--- config.mk ---
export PLATFORM = sky130hd
export DESIGN_NAME = cmcr_top
export DESIGN_NICKNAME = d
export VERILOG_FILES = /design/src/rtl/cmcr_pkg.sv /design/src/rtl/cmcr_top.sv
export SDC_FILE = /design/constraint.sdc
export NUM_CORES = 1
export LEC_CHECK = 0
export ABC_AREA = 1
export BUFFER_PORTS_ARGS = -buffer_cell sky130_fd_sc_hd__buf_4
export CAP_MARGIN = 20
export CORE_ASPECT_RATIO = 0.75
export CORE_UTILIZATION = 45
export DETAILED_ROUTE_END_ITERATION = 10
export PLACE_DENSITY = 0.65
export SLEW_MARGIN = 20
export SYNTH_ARGS = -nofsm -noshare
export SYNTH_HDL_FRONTEND = slang
export SYNTH_SLANG_ARGS = --single-unit
--- constraint.sdc ---
create_clock -name clk -period 2.1 [get_ports clk]
set_input_delay 0.21 -clock clk [delete_from_list [all_inputs] [get_ports clk]]
set_output_delay 0.21 -clock clk [all_outputs]
set_load 0.02 [all_outputs]
--- src/rtl/cmcr_pkg.sv ---
/*
 Constants, register map and carrier types of the clock multiplier control bank.
 Assumes a single 10 MHz device clock and a host on the serial register port.
*/
// Function
// - Free-run bit set routes reference oscillator onto input two path; clear disables.
// - Output force-on bit overrides calibration squelch, keeping outputs driven.
// - Force-on clear keeps outputs squelched until internal calibration has happened.
// - Force-on set drives outputs before calibration, frequency possibly wrong.
// - Bypass bit set sends selected input straight to output buffers, else PLL.
// - Bypassed clocks are never delivered on outputs configured for CMOS.
// - First-priority field bits 1:0 pick input one (00) or two (01); others reserved.
// - Second-priority field bits 3:2 pick input one (00) or two (01); others reserved.
// - Mode register: bypass bit 1, force-on bit 5, free-run bit 6, rest read-only.
// - Squelch-during-cal bit 0 keeps outputs on during calibration, 1 disables them.
// - Force-holdover bit overrides every input selection and ignores input quality.
package cmcr_pkg;
    localparam logic [7:0] A_MODE     = 8'h00;
    localparam logic [7:0] A_PRIO     = 8'h01;
    localparam logic [7:0] A_HOLD     = 8'h03;
    localparam logic [7:0] A_ACTIVE   = 8'h80;
    localparam logic [7:0] A_LOSS     = 8'h81;
    localparam logic [7:0] A_HVALID   = 8'h82;
    localparam logic [7:0] A_LOSS_STK = 8'h83;
    localparam logic [7:0] A_FREQ_STK = 8'h84;
    localparam logic [7:0] A_ID_HI    = 8'h86;
    localparam logic [7:0] A_ID_LO    = 8'h87;
    localparam logic [7:0] A_CALIB    = 8'h88;

    localparam logic [7:0] A_OUT2_DIV_MID = 8'h23;
    localparam logic [7:0] A_OUT2_DIV_LO  = 8'h24;
    localparam logic [7:0] A_FB_DIV_HI    = 8'h28;
    localparam logic [7:0] A_FB_DIV_MID   = 8'h29;
    localparam logic [7:0] A_FB_DIV_LO    = 8'h2A;
    localparam logic [7:0] A_IN1_DIV_HI   = 8'h2B;
    localparam logic [7:0] A_IN1_DIV_MID  = 8'h2C;
    localparam logic [7:0] A_IN1_DIV_LO   = 8'h2D;
    localparam logic [7:0] A_IN2_DIV_HI   = 8'h2E;
    localparam logic [7:0] A_IN2_DIV_MID  = 8'h2F;
    localparam logic [7:0] A_IN2_DIV_LO   = 8'h30;
    localparam logic [7:0] A_RATE_SEL     = 8'h37;
    localparam logic [7:0] A_QUICK_LOCK   = 8'h89;
    localparam logic [7:0] A_LOSS_EN_HI   = 8'h8A;
    localparam logic [7:0] A_MON_EN       = 8'h8B;
    localparam logic [7:0] A_OUT1_SKEW    = 8'h8E;
    localparam logic [7:0] A_OUT2_SKEW    = 8'h8F;

    localparam logic [7:0] RST_MODE = 8'h14;
    localparam logic [7:0] RST_PRIO = 8'hE4;
    localparam logic [7:0] RST_HOLD = 8'h05;
    localparam logic [7:0] MSK_MODE = 8'h62;
    localparam logic [7:0] MSK_PRIO = 8'h0F;
    localparam logic [7:0] MSK_HOLD = 8'h30;
    localparam logic [7:0] MSK_STK  = 8'h07;
    // Idle levels of {sclk, cs_n, mosi}
    localparam logic [2:0] PIN_IDLE = 3'h2;

    localparam int B_BYPASS   = 1;
    localparam int B_FORCE_ON = 5;
    localparam int B_FREE_RUN = 6;
    localparam int B_SQ_CAL   = 4;
    localparam int B_HOLDOVER = 5;
    localparam int B_CAL_GO   = 6;
    localparam int B_HVALID   = 7;

    localparam logic [1:0] SEL_IN1 = 2'h0;
    localparam logic [1:0] SEL_IN2 = 2'h1;

    localparam int GP_SLOTS = 17;

    typedef enum logic [2:0] {
        CMCR_ST_ADDR = 3'b001,
        CMCR_ST_CMD  = 3'b010,
        CMCR_ST_DATA = 3'b100
    } cmcr_state_t;

    typedef struct packed {
        logic [2:0] loss;
        logic [2:0] freq_lock;
        logic [1:0] input_bad;
        logic [1:0] out_is_cmos;
        logic       hold_valid;
        logic       cal_busy;
        logic       cal_success;
    } cmcr_stat_t;

    typedef struct packed {
        logic       ref_to_input_two;
        logic [1:0] output_clock_en;
        logic [1:0] bypass_on_output;
        logic       pll_bypass;
        logic       holdover;
        logic [1:0] active_input;
        logic       cal_start;
    } cmcr_ctrl_t;
endpackage : cmcr_pkg

--- src/rtl/cmcr_top.sv ---
/*
 Control register bank with serial slave port (mode 0: addr, cmd, data bytes).
 Assumes status inputs are on clk; serial pins are asynchronous and synchronised.
*/
`timescale 1ns/1ps
`default_nettype none
module cmcr_top
    import cmcr_pkg::*;
#(
    parameter logic [11:0] PART_ID  = 12'hABC,
    parameter logic [3:0]  REV_ID   = 4'h1,
    parameter logic [1:0]  GRADE_ID = 2'h0
) (
    input  wire logic       clk,
    input  wire logic       arst_n,
    input  wire logic       spi_sclk,
    input  wire logic       spi_cs_n,
    input  wire logic       spi_mosi,
    output var  logic       spi_miso_o,
    output var  logic       spi_miso_oe,
    input  wire cmcr_stat_t stat,
    output var  cmcr_ctrl_t ctrl
);
    // Arbitrary identity values above

    logic [2:0]  pin_s1_ff, nxt_pin_s1;
    logic [2:0]  sync_ff, nxt_sync;
    logic        sclk_d_ff, nxt_sclk_d;
    cmcr_state_t st_ff, nxt_st;
    logic [2:0]  bit_ff, nxt_bit;
    logic [7:0]  sh_ff, nxt_sh;
    logic [7:0]  addr_ff, nxt_addr;
    logic        rd_ff, nxt_rd;
    logic [7:0]  out_ff, nxt_out;
    logic        miso_ff, nxt_miso;
    logic        oe_ff, nxt_oe;

    logic [7:0]  mode_ff, nxt_mode;
    logic [7:0]  prio_ff, nxt_prio;
    logic [7:0]  hold_ff, nxt_hold;
    logic [2:0]  loss_stk_ff, nxt_loss_stk;
    logic [2:0]  freq_stk_ff, nxt_freq_stk;
    logic        cal_seen_ff, nxt_cal_seen;
    logic        cal_busy_d_ff, nxt_cal_busy_d;
    logic [7:0]  gp_ff [GP_SLOTS];
    logic [7:0]  nxt_gp [GP_SLOTS];
    cmcr_ctrl_t  nxt_ctrl;

    logic        sclk_s;
    logic        cs_n_s;
    logic        mosi_s;
    logic        rise;
    logic        fall;
    logic        wr_go;
    logic [7:0]  rdata;
    logic [7:0]  wdata;
    logic [5:0]  slot;
    logic [1:0]  pick;

    // Maps an address to a plain storage slot, bit 5 flags a hit
    function automatic logic [5:0] gp_slot(input logic [7:0] a);
        case (a)
            A_OUT2_DIV_MID: gp_slot = {1'b1, 5'h00};
            A_OUT2_DIV_LO:  gp_slot = {1'b1, 5'h01};
            A_FB_DIV_HI:    gp_slot = {1'b1, 5'h02};
            A_FB_DIV_MID:   gp_slot = {1'b1, 5'h03};
            A_FB_DIV_LO:    gp_slot = {1'b1, 5'h04};
            A_IN1_DIV_HI:   gp_slot = {1'b1, 5'h05};
            A_IN1_DIV_MID:  gp_slot = {1'b1, 5'h06};
            A_IN1_DIV_LO:   gp_slot = {1'b1, 5'h07};
            A_IN2_DIV_HI:   gp_slot = {1'b1, 5'h08};
            A_IN2_DIV_MID:  gp_slot = {1'b1, 5'h09};
            A_IN2_DIV_LO:   gp_slot = {1'b1, 5'h0A};
            A_RATE_SEL:     gp_slot = {1'b1, 5'h0B};
            A_QUICK_LOCK:   gp_slot = {1'b1, 5'h0C};
            A_LOSS_EN_HI:   gp_slot = {1'b1, 5'h0D};
            A_MON_EN:       gp_slot = {1'b1, 5'h0E};
            A_OUT1_SKEW:    gp_slot = {1'b1, 5'h0F};
            A_OUT2_SKEW:    gp_slot = {1'b1, 5'h10};
            default: gp_slot = 6'h00;
        endcase
    endfunction : gp_slot

    // Input number chosen by a priority code, 0 when reserved or bad
    function automatic logic [1:0] ranked(input logic [1:0] code, input logic [1:0] bad);
        if (code == SEL_IN1 && !bad[0]) begin
            ranked = 2'h1;
        end else if (code == SEL_IN2 && !bad[1]) begin
            ranked = 2'h2;
        end else begin
            ranked = 2'h0;
        end
    endfunction : ranked

    // Two-stage pin synchronisers, idle levels at reset
    always_comb begin
        nxt_pin_s1 = {spi_sclk, spi_cs_n, spi_mosi};
        nxt_sync   = pin_s1_ff;
        nxt_sclk_d = sync_ff[2];
    end

    always_ff @(posedge clk or negedge arst_n) begin
        if (!arst_n) begin
            pin_s1_ff <= PIN_IDLE;
            sync_ff   <= PIN_IDLE;
            sclk_d_ff <= 1'b0;
        end else begin
            pin_s1_ff <= nxt_pin_s1;
            sync_ff   <= nxt_sync;
            sclk_d_ff <= nxt_sclk_d;
        end
    end

    assign sclk_s = sync_ff[2];
    assign cs_n_s = sync_ff[1];
    assign mosi_s = sync_ff[0];
    assign rise   = sclk_s & ~sclk_d_ff & ~cs_n_s;
    assign fall   = ~sclk_s & sclk_d_ff & ~cs_n_s;
    assign wdata  = {sh_ff[6:0], mosi_s};
    assign wr_go  = rise && st_ff == CMCR_ST_DATA && bit_ff == 3'h7 && !rd_ff;
    assign slot   = gp_slot(addr_ff);

    // Read mux; reserved bits return their reset values
    always_comb begin
        rdata = 8'h00;
        unique case (addr_ff)
            A_MODE:     rdata = (RST_MODE & ~MSK_MODE) | (mode_ff & MSK_MODE);
            A_PRIO:     rdata = (RST_PRIO & ~MSK_PRIO) | (prio_ff & MSK_PRIO);
            A_HOLD:     rdata = (RST_HOLD & ~MSK_HOLD) | (hold_ff & MSK_HOLD);
            A_ACTIVE:   rdata = {6'h00, ctrl.active_input};
            A_LOSS:     rdata = {5'h00, stat.loss};
            A_HVALID:   rdata = {stat.hold_valid, 4'h0, stat.freq_lock};
            A_LOSS_STK: rdata = {5'h00, loss_stk_ff};
            A_FREQ_STK: rdata = {5'h00, freq_stk_ff};
            A_ID_HI:    rdata = PART_ID[11:4];
            A_ID_LO:    rdata = {PART_ID[3:0], REV_ID};
            A_CALIB:    rdata = {1'b0, stat.cal_busy, 4'h0, GRADE_ID};
            default:    rdata = slot[5] ? gp_ff[slot[4:0]] : 8'h00;
        endcase
    end

    // Serial slave framing
    always_comb begin
        nxt_st   = st_ff;
        nxt_bit  = bit_ff;
        nxt_sh   = sh_ff;
        nxt_addr = addr_ff;
        nxt_rd   = rd_ff;
        nxt_out  = out_ff;
        nxt_miso = miso_ff;
        nxt_oe   = ~cs_n_s;
        if (cs_n_s) begin
            nxt_st   = CMCR_ST_ADDR;
            nxt_bit  = 3'h0;
            nxt_miso = 1'b0;
        end else if (rise) begin
            nxt_sh  = wdata;
            nxt_bit = bit_ff + 3'h1;
            if (bit_ff == 3'h7) begin
                unique case (st_ff)
                    CMCR_ST_ADDR: begin
                        nxt_addr = wdata;
                        nxt_st   = CMCR_ST_CMD;
                    end
                    CMCR_ST_CMD: begin
                        nxt_rd  = wdata[7];
                        nxt_out = rdata;
                        nxt_st  = CMCR_ST_DATA;
                    end
                    CMCR_ST_DATA: begin
                        nxt_addr = addr_ff + 8'h01;
                        nxt_st   = CMCR_ST_CMD;
                    end
                    default: nxt_st = CMCR_ST_ADDR;
                endcase
            end
        end else if (fall && st_ff == CMCR_ST_DATA) begin
            nxt_miso = out_ff[7];
            nxt_out  = {out_ff[6:0], 1'b0};
        end
    end

    // Framing registers
    always_ff @(posedge clk or negedge arst_n) begin
        if (!arst_n) begin
            st_ff   <= CMCR_ST_ADDR;
            bit_ff  <= 3'h0;
            sh_ff   <= 8'h00;
            addr_ff <= 8'h00;
            rd_ff   <= 1'b0;
            out_ff  <= 8'h00;
            miso_ff <= 1'b0;
            oe_ff   <= 1'b0;
        end else begin
            st_ff   <= nxt_st;
            bit_ff  <= nxt_bit;
            sh_ff   <= nxt_sh;
            addr_ff <= nxt_addr;
            rd_ff   <= nxt_rd;
            out_ff  <= nxt_out;
            miso_ff <= nxt_miso;
            oe_ff   <= nxt_oe;
        end
    end

    // Register writes and sticky flags
    always_comb begin
        nxt_mode     = mode_ff;
        nxt_prio     = prio_ff;
        nxt_hold     = hold_ff;
        nxt_loss_stk = loss_stk_ff;
        nxt_freq_stk = freq_stk_ff;
        for (int i = 0; i < GP_SLOTS; i++) begin
            nxt_gp[i] = gp_ff[i];
        end
        if (wr_go) begin
            unique case (addr_ff)
                A_MODE: nxt_mode = (RST_MODE & ~MSK_MODE) | (wdata & MSK_MODE);
                A_PRIO: nxt_prio = (RST_PRIO & ~MSK_PRIO) | (wdata & MSK_PRIO);
                A_HOLD: nxt_hold = (RST_HOLD & ~MSK_HOLD) | (wdata & MSK_HOLD);
                A_LOSS_STK: nxt_loss_stk = loss_stk_ff & wdata[2:0];
                A_FREQ_STK: nxt_freq_stk = freq_stk_ff & wdata[2:0];
                default: begin
                    if (slot[5]) begin
                        nxt_gp[slot[4:0]] = wdata;
                    end
                end
            endcase
        end
        // Set wins over a clearing write
        nxt_loss_stk = nxt_loss_stk | stat.loss;
        nxt_freq_stk = nxt_freq_stk | stat.freq_lock;
    end

    // Register bank state
    always_ff @(posedge clk or negedge arst_n) begin
        if (!arst_n) begin
            mode_ff     <= RST_MODE;
            prio_ff     <= RST_PRIO;
            hold_ff     <= RST_HOLD;
            loss_stk_ff <= 3'h0;
            freq_stk_ff <= 3'h0;
            for (int i = 0; i < GP_SLOTS; i++) begin
                gp_ff[i] <= 8'h00;
            end
        end else begin
            mode_ff     <= nxt_mode;
            prio_ff     <= nxt_prio;
            hold_ff     <= nxt_hold;
            loss_stk_ff <= nxt_loss_stk;
            freq_stk_ff <= nxt_freq_stk;
            for (int i = 0; i < GP_SLOTS; i++) begin
                gp_ff[i] <= nxt_gp[i];
            end
        end
    end

    // Clock path control
    always_comb begin
        nxt_cal_busy_d = stat.cal_busy;
        nxt_cal_seen   = cal_seen_ff | (cal_busy_d_ff & ~stat.cal_busy);
        pick = ranked(prio_ff[1:0], stat.input_bad);
        if (pick == 2'h0) begin
            pick = ranked(prio_ff[3:2], stat.input_bad);
        end
        nxt_ctrl = '0;
        nxt_ctrl.ref_to_input_two = mode_ff[B_FREE_RUN];
        nxt_ctrl.holdover = hold_ff[B_HOLDOVER];
        nxt_ctrl.active_input = hold_ff[B_HOLDOVER] ? 2'h0 : pick;
        nxt_ctrl.pll_bypass = mode_ff[B_BYPASS];
        for (int i = 0; i < 2; i++) begin
            nxt_ctrl.bypass_on_output[i] = mode_ff[B_BYPASS] & ~stat.out_is_cmos[i];
        end
        if (mode_ff[B_FORCE_ON]) begin
            nxt_ctrl.output_clock_en = 2'h3;
        end else if (!nxt_cal_seen) begin
            nxt_ctrl.output_clock_en = 2'h0;
        end else if (hold_ff[B_SQ_CAL] && (stat.cal_busy || !stat.cal_success)) begin
            nxt_ctrl.output_clock_en = 2'h0;
        end else begin
            nxt_ctrl.output_clock_en = 2'h3;
        end
        nxt_ctrl.cal_start = wr_go && addr_ff == A_CALIB && wdata[B_CAL_GO];
    end

    // Clock path state
    always_ff @(posedge clk or negedge arst_n) begin
        if (!arst_n) begin
            cal_seen_ff   <= 1'b0;
            cal_busy_d_ff <= 1'b0;
            ctrl          <= '0;
        end else begin
            cal_seen_ff   <= nxt_cal_seen;
            cal_busy_d_ff <= nxt_cal_busy_d;
            ctrl          <= nxt_ctrl;
        end
    end

    assign spi_miso_o  = miso_ff;
    assign spi_miso_oe = oe_ff;
endmodule : cmcr_top
`default_nettype wire

==> results of run 1 <==
## sequential cells by signal, indices dropped and copies added, names as in the netlist, 4 cells and up
signal   flops
ctrl         9
sh_ff        7
gp_ff      136
prio_ff      4
addr_ff      8
out_ff       8
## Yosys cell counts (all sizes together) (5+ instances only)
master  instances  area (µm²)
or2            21         131
nor2          126         520
nand4          10        62.6
clkbuf         26        97.6
nand3          81         428
nand2         337        1380
nor3           15         114
dfrtp         197        4930
o21ai         222        1210
ha              7        87.6
buf            34         277
inv           116         438
o31ai           5        37.5
a21oi          22         110
## kinds of logic (layout without fill, tap and decap cells)
logic type / after synthesis / count (layout) / share of synthesized area (%)
fa+ha+maj: 7 / 7 / 0.860
buf+inv: 177 / 402 / 8.01
flops: 201 / 201 / 49.5
simple gates: 598 / 605 / 26.7
xor+xnor: 3 / 3 / 0.258
compound gates: 267 / 267 / 14.7
## report_power, final
part	leakage (µW)	internal [µW]	switching (µW)
registers	0.00268	3980	166
logic	0.00353	2760	3760
clock network	0.000331	2100	1580
## worst paths after layout
check | from | end | slack (ps) | cells after the start
setup reg to reg | addr_ff[6] | gp_ff[131] | -410 | 14
setup / recovery | addr_ff[6] | gp_ff[131] | -410 | 14
max in group asynchronous | arst_n | gp_ff[54] | 1180 | 3
min in group asynchronous | arst_n | ctrl[6] | 230 | 2
hold / removal | stat[5] | ctrl[1] | 10 | 4
hold reg to reg | nxt_sync[0] | sync_ff[0] | 350 | 0
## layout by cell type, fill, tap and decap left out, types with 5 or more instances in the layout
master,count
nand2_4,14
nand2_8,12
nor3_4,6
nor2_4,14
o31ai_1,5
inv_2,14
or2_0,7
clkbuf_1,5
nor3_1,7
nor2_2,15
clkbuf_16,28
nand3_4,9
nand2_2,52
a21oi_1,20
or2_2,6
buf_6,17
buf_4,179
ha_4,6
o21ai_1,97
dlygate4sd3_1,15
nor2_1,97
buf_12,23
or2_1,6
nand3_2,26
nand3_1,46
inv_1,94
dfrtp_1,192
clkbuf_8,8
nand4_1,10
inv_4,6
o21ai_2,55
dfrtp_2,5
o21ai_0,70
nand2_1,266
## through the flow
step	total power, µW	worst slack [ps]	area (µm²)	util, %
finish	14400	-408	14200	64.3
global route	14900	-543	14200	64.3
CTS	13400	-265	13400	60.7
detailed placement	8860	-457	11900	53.6
global placement	8850	-483	11900	53.6
floorplan	6720	-106	10400	-
## area by class of cell
cell class                      count  area share [%]
Inverter                          117            3.27
Clock buffer                       33            4.51
Sequential cell                   201            35.5
Tap cell                          294            2.59
Multi-Input combinational cell    882            36.7
Clock inverter                      5           0.220
Timing Repair Buffer              247            17.2
## worst max-delay path: stages (launching register included)
cell       delay [ps]
dfrtp_2           430
inv_1              80
nand2_1           110
nor2_4            240
buf_4             160
nand2_1            70
buf_4             140
nand4_1           170
nor2_4             80
nor4_4            220
buf_6             190
nand3_4           130
clkbuf_16         190
nand2_1            70
o21ai_0           100
## metal layers
metal  vias up  GRT usage [%]  routed length, µm
met5         -              0                  0
met4         0           6.09                784
met3        52           6.49               3330
met2       414           38.3              14000
met1      4690           43.5              15300
li1       4508              -                  -
## repair_timing
| item | CTS | global route |
|---|---|---|
| endpoints found under the setup margin | 144 | 148 |
| pin swaps | 28 | 55 |
| hold buffers | 15 | 0 |
| gates cloned | 9 | 10 |
| endpoints found under the hold margin | 63 | 0 |
| setup buffers | 23 | 23 |
| gates resized for setup | 100 | 145 |
==> run_results.csv, run 1 <==
group,metric,value,unit
place,dp_hpwl,20300,µm
worst_hold_path,hold_path.class,"in -> reg",
global_routing,grt_usage,27.8,%
route,drcViolationCount,0,
sta,fmax,399,MHz
worst_setup_path,worstPathMaxFanout,8,
finish,antenna_cells,0,
route,wl_per_cell,18.8,µm
sta,skew,20.4,ps
sta,rsz0062_at_grt,"yes",
outcome,violations,"negative setup slack",
route,routed_wl,33500,µm
clock_tree,clk_pin_slew,60,ps
floorplanning,core_area,0.0221,mm²
floorplanning,ios,30,
sta,fin_hold_ws,14.3,ps
logic_synthesis,synth_cell_types,47,
worst_setup_path,worstPathRequired,2470,ps
finish,ff_latch_area,0.00504,mm²
floorplanning,initial_core_util,46.0,%
route,vias_per_cell,5.43,
flow_run,maxCapViolations,0,
floorplanning,die_w,176,µm
sta,fin_ws,-408,ps
clock_tree,cts_inserted_buffers,21,
clock_tree,htree_levels,1,
global_routing,grt_remaining_overflow,0,
worst_setup_path,critPathKind,"reg -> reg",
route,vias,9664,
clock_tree,cts_buffer_depth,3,
finish,finalNetCount,1495,
route,dr.pass1.iters,5,
finish,fin_cells,1779,
place,io_buffer_count,29,
logic_synthesis,seq_area_frac_synth,49.5,%
logic_synthesis,synthFlopType,"dfrtp_1",
sta,relSlewSlack,58.5,%
floorplanning,core.rowCount,47,
power,peakVddDrop,0.000733,V
global_routing,antenna_found_initial,0,
floorplanning,die-area,0.0232,mm²
finish,synthToLayoutAreaGrowth,39.7,%
sta,slew_viol_final,0,
logic_synthesis,syn_area,0.0102,mm²
power,cellPowerDensity,1010,mW/mm²
logic_synthesis,syn_avg_cell_area,8.12,µm²
finish,multi_input_comb_area,0.00522,mm²
logic_synthesis,synth_nets,1278,
worst_setup_path,end_kind,"flip-flop",
global_routing,grt_pass1_vias,8996,
sta,worst_slew_pin_slew,621,ps
finish,drive_above_1_share,35.0,%
worst_setup_path,start_kind,"flip-flop",
place,gp_congestion,0.916,
logic_synthesis,async_flop_share,100,%
floorplanning,die_y,132,µm
logic_synthesis,ys_ff_latch,201,
sta,fin_setup_tns,-36600,ps
sta,finalCritPeriodShare,119,%
global_routing,grt_pass1_wl,50200,µm
worst_setup_path,cp_data_arrival_time,2880,ps
finish,num-fill-cells,1809,
clock_tree,insertion_delay,520,ps
clock_tree,clock_sinks,201,
logic_synthesis,netlist_instances,1253,
power,p_leak,0.00655,µW
route,antenna_left,0,
clock_tree,cts_root_buffer,"clkbuf_16",
logic_synthesis,yosysWarnings,0,
global_routing,grt_max_degree,58,
outcome,status,"finished, violations left",
place,dp.cells,1664,
clock_tree,cts_tree,"done",
sta,setup_viol,144,
route,initialDrtViolationCount,1096,
logic_synthesis,synth_edf_count,0,
sta,finalCriticalPeriod,2510,ps
sta,hold_viol,0,
No activity file was read; power rests on OpenSTA's default activity.
==> inputs of run 2 (changes only) <==
PLACE_DENSITY = 0.63   (was 0.65)
clock period = 2.75 ns   (was 2.1 ns; I/O delays follow)
==> run 2 against run 1 <==
The flow now finishes without violations. Largest cell class is now flip-flops and latches. Critical path type unchanged. Final area down 17%. Hold slack better by 31 ps. Sequential power down 24%.
==> run_results.csv, run 2 (synthesis results as in run 1) <==
group,metric,value,unit
clock_tree,cts_inserted_buffers,21,
route,vias_per_cell,5.28,
worst_setup_path,cp_cell_sequence,"ha_1, nand3_1, nand2_1, nand2_1, nand3_2, nor2_4, inv_6, nor2_4, buf_12, nand2_1, nand3_1, nand2_1, nand3_1, nor2_1, o21bai_1, nand2_1",
place,io_buffer_count,29,
floorplanning,core.rowCount,47,
finish,drive_above_1_share,15.9,%
finish,antenna_cells,0,
finish,num-fill-cells,2082,
finish,finalNetCount,1336,
outcome,status,"finished, final reports clean",
global_routing,grt_remaining_overflow,0,
floorplanning,die_w,176,µm
sta,hold_viol,0,
route,wl_per_cell,17.2,µm
sta,rsz0062_at_grt,"yes",
route,routed_wl,27900,µm
worst_setup_path,cp.buffers_inverters,2,
route,initialDrtViolationCount,941,
floorplanning,die-area,0.0232,mm²
global_routing,grt_pass1_vias,7747,
route,drcViolationCount,0,
sta,finalCriticalPeriod,2570,ps
finish,final_common_cell,"nand2_1",
global_routing,antenna_found_initial,0,
sta,fin_setup_tns,0,ps
power,peakVddDrop,0.000417,V
route,dr.pass1.iters,5,
global_routing,grt_pass1_wl,44300,µm
sta,fmax,390,MHz
finish,final_util,53.3,%
clock_tree,cts_root_buffer,"clkbuf_16",
worst_setup_path,critPathMaxStageDelay,440,ps
sta,relSlewSlack,35.9,%
worst_setup_path,start_kind,"flip-flop",
sta,slew_viol_final,0,
floorplanning,initial_core_util,46.0,%
route,vias,8555,
flow_run,maxCapViolations,0,
place,dp_hpwl,18900,µm
finish,top_regs,"gp_ff x136, ctrl x9",
place,gp_congestion,0.941,
clock_tree,clock_sinks,201,
route,antenna_left,0,
finish,synthToLayoutAreaGrowth,15.7,%
power,cellPowerDensity,763,mW/mm²
worst_setup_path,end_kind,"flip-flop",
worst_hold_path,hold_path.class,"in -> reg",
floorplanning,die_y,132,µm
floorplanning,core_area,0.0221,mm²
worst_setup_path,worstPathMaxFanout,22,
worst_setup_path,critPathKind,"reg -> reg",
worst_setup_path,crit_family,"simple AND/OR/NAND/NOR gates",
clock_tree,clk_pin_slew,60,ps
finish,final_cell_mix,"nand2_1 (318), dfrtp_1 (196), nor2_1 (114), o21ai_0 (108), inv_1 (104)",
worst_setup_path,cp_data_arrival_time,2960,ps
floorplanning,ios,30,
global_routing,grt_usage,24.5,%
sta,setup_viol,0,
finish,largest_register,"gp_ff",
clock_tree,insertion_delay,510,ps
worst_setup_path,crit_top_cell,"nand2_1",
worst_setup_path,cp_slowest_cell,"dfrtp_2",
worst_setup_path,worstPathRequired,3140,ps
sta,worst_slew_pin_slew,961,ps
place,dp.cells,1561,
clock_tree,cts_buffer_depth,3,
sta,finalCritPeriodShare,93.3,%
power,p_leak,0.00554,µW
global_routing,grt_max_degree,59,
finish,fin_cells,1619,
clock_tree,cts_tree,"done",
sta,skew,11.8,ps
finish,largest_reg_flops,136,
clock_tree,htree_levels,1,
run 2: cell count changes in the layout (fill, tap and decap cells not counted), sizes merged:
cell / previous run / this run
buf: 224 / 80
clkbuf: 41 / 36
clkinv: 4 / 3
clkinvlp: 1 / 2
dlygate4sd3: 15 / 13
inv: 117 / 115
nand2: 344 / 337
run 2: worst paths after layout:
check | from | end | slack [ps] | cells past startpoint
worst min register to register | nxt_sync[2] | sync_ff[2] | 350 | 0
min in group asynchronous | arst_n | ctrl[6] | 290 | 2
worst max-delay path | addr_ff[0] | out_ff[4] | 180 | 16
worst max register to register | addr_ff[0] | out_ff[4] | 180 | 16
max in group asynchronous | arst_n | gp_ff[94] | 1660 | 3
worst min-delay path | stat[6] | ctrl[2] | 50 | 4
run 2: per-layer routing:
layer / up-vias / global-route usage (%) / routed length, µm / share of wire [%]
met5: - / 0 / 0 / 0
met3: 39 / 4.12 / 2050 / 7.3
met2: 264 / 32.4 / 10900 / 39
met4: 0 / 4.88 / 486 / 1.7
li1: 4187 / - / - / -
met1: 4065 / 40.7 / 14500 / 52
run 2: worst register-to-register path, stage by stage (launching register included):
cell	delay, ps
dfrtp_2	440
ha_1	240
nand3_1	160
nand2_1	70
nand2_1	110
nand3_2	110
nor2_4	240
inv_6	120
nor2_4	130
buf_12	170
nand2_1	80
nand3_1	110
nand2_1	80
nand3_1	120
nor2_1	70
o21bai_1	130
nand2_1	70
run 2: area by class of cell:
cell class              count  area, µm²  area share (%)
clock inverters             2       13.8           0.117
flip-flops and latches    201       5040            42.8
repair buffers             94        848            7.20
repair inverters            1       5.00          0.0425
clock buffers              35        678            5.76
well taps                 294        368            3.12
multi-input cells         875       4380            37.2
inverters                 117        453            3.85
run 2: metrics by stage:
step	power (µW)	worst slack, ps	hold WS, ps	area (µm²)
2_1_floorplan	4980	469	-20.6	10200
3_3_place_gp	6020	113	268	10800
3_5_place_dp	6030	40.0	265	10800
4_1_cts	8910	19.2	40.1	11600
5_1_grt	9440	-12.1	67.9	11800
6_report	8990	184	45.3	11800
run 2: report_power, final:
| group | total [µW] | switching (µW) | internal (µW) |
|---|---|---|---|
| registers | 3150 | 116 | 3040 |
| logic | 2990 | 2020 | 967 |
| clock network | 2850 | 1180 | 1670 |
run 2: timing repair:
action | CTS | global route
resized for setup | 1 | 18
buffers inserted | 0 | 7
pin swaps | 0 | 5
gates cloned | 0 | 1
setup endpoints to repair | 1 | 138
hold endpoints to repair | 60 | 0
hold buffers | 13 | 0
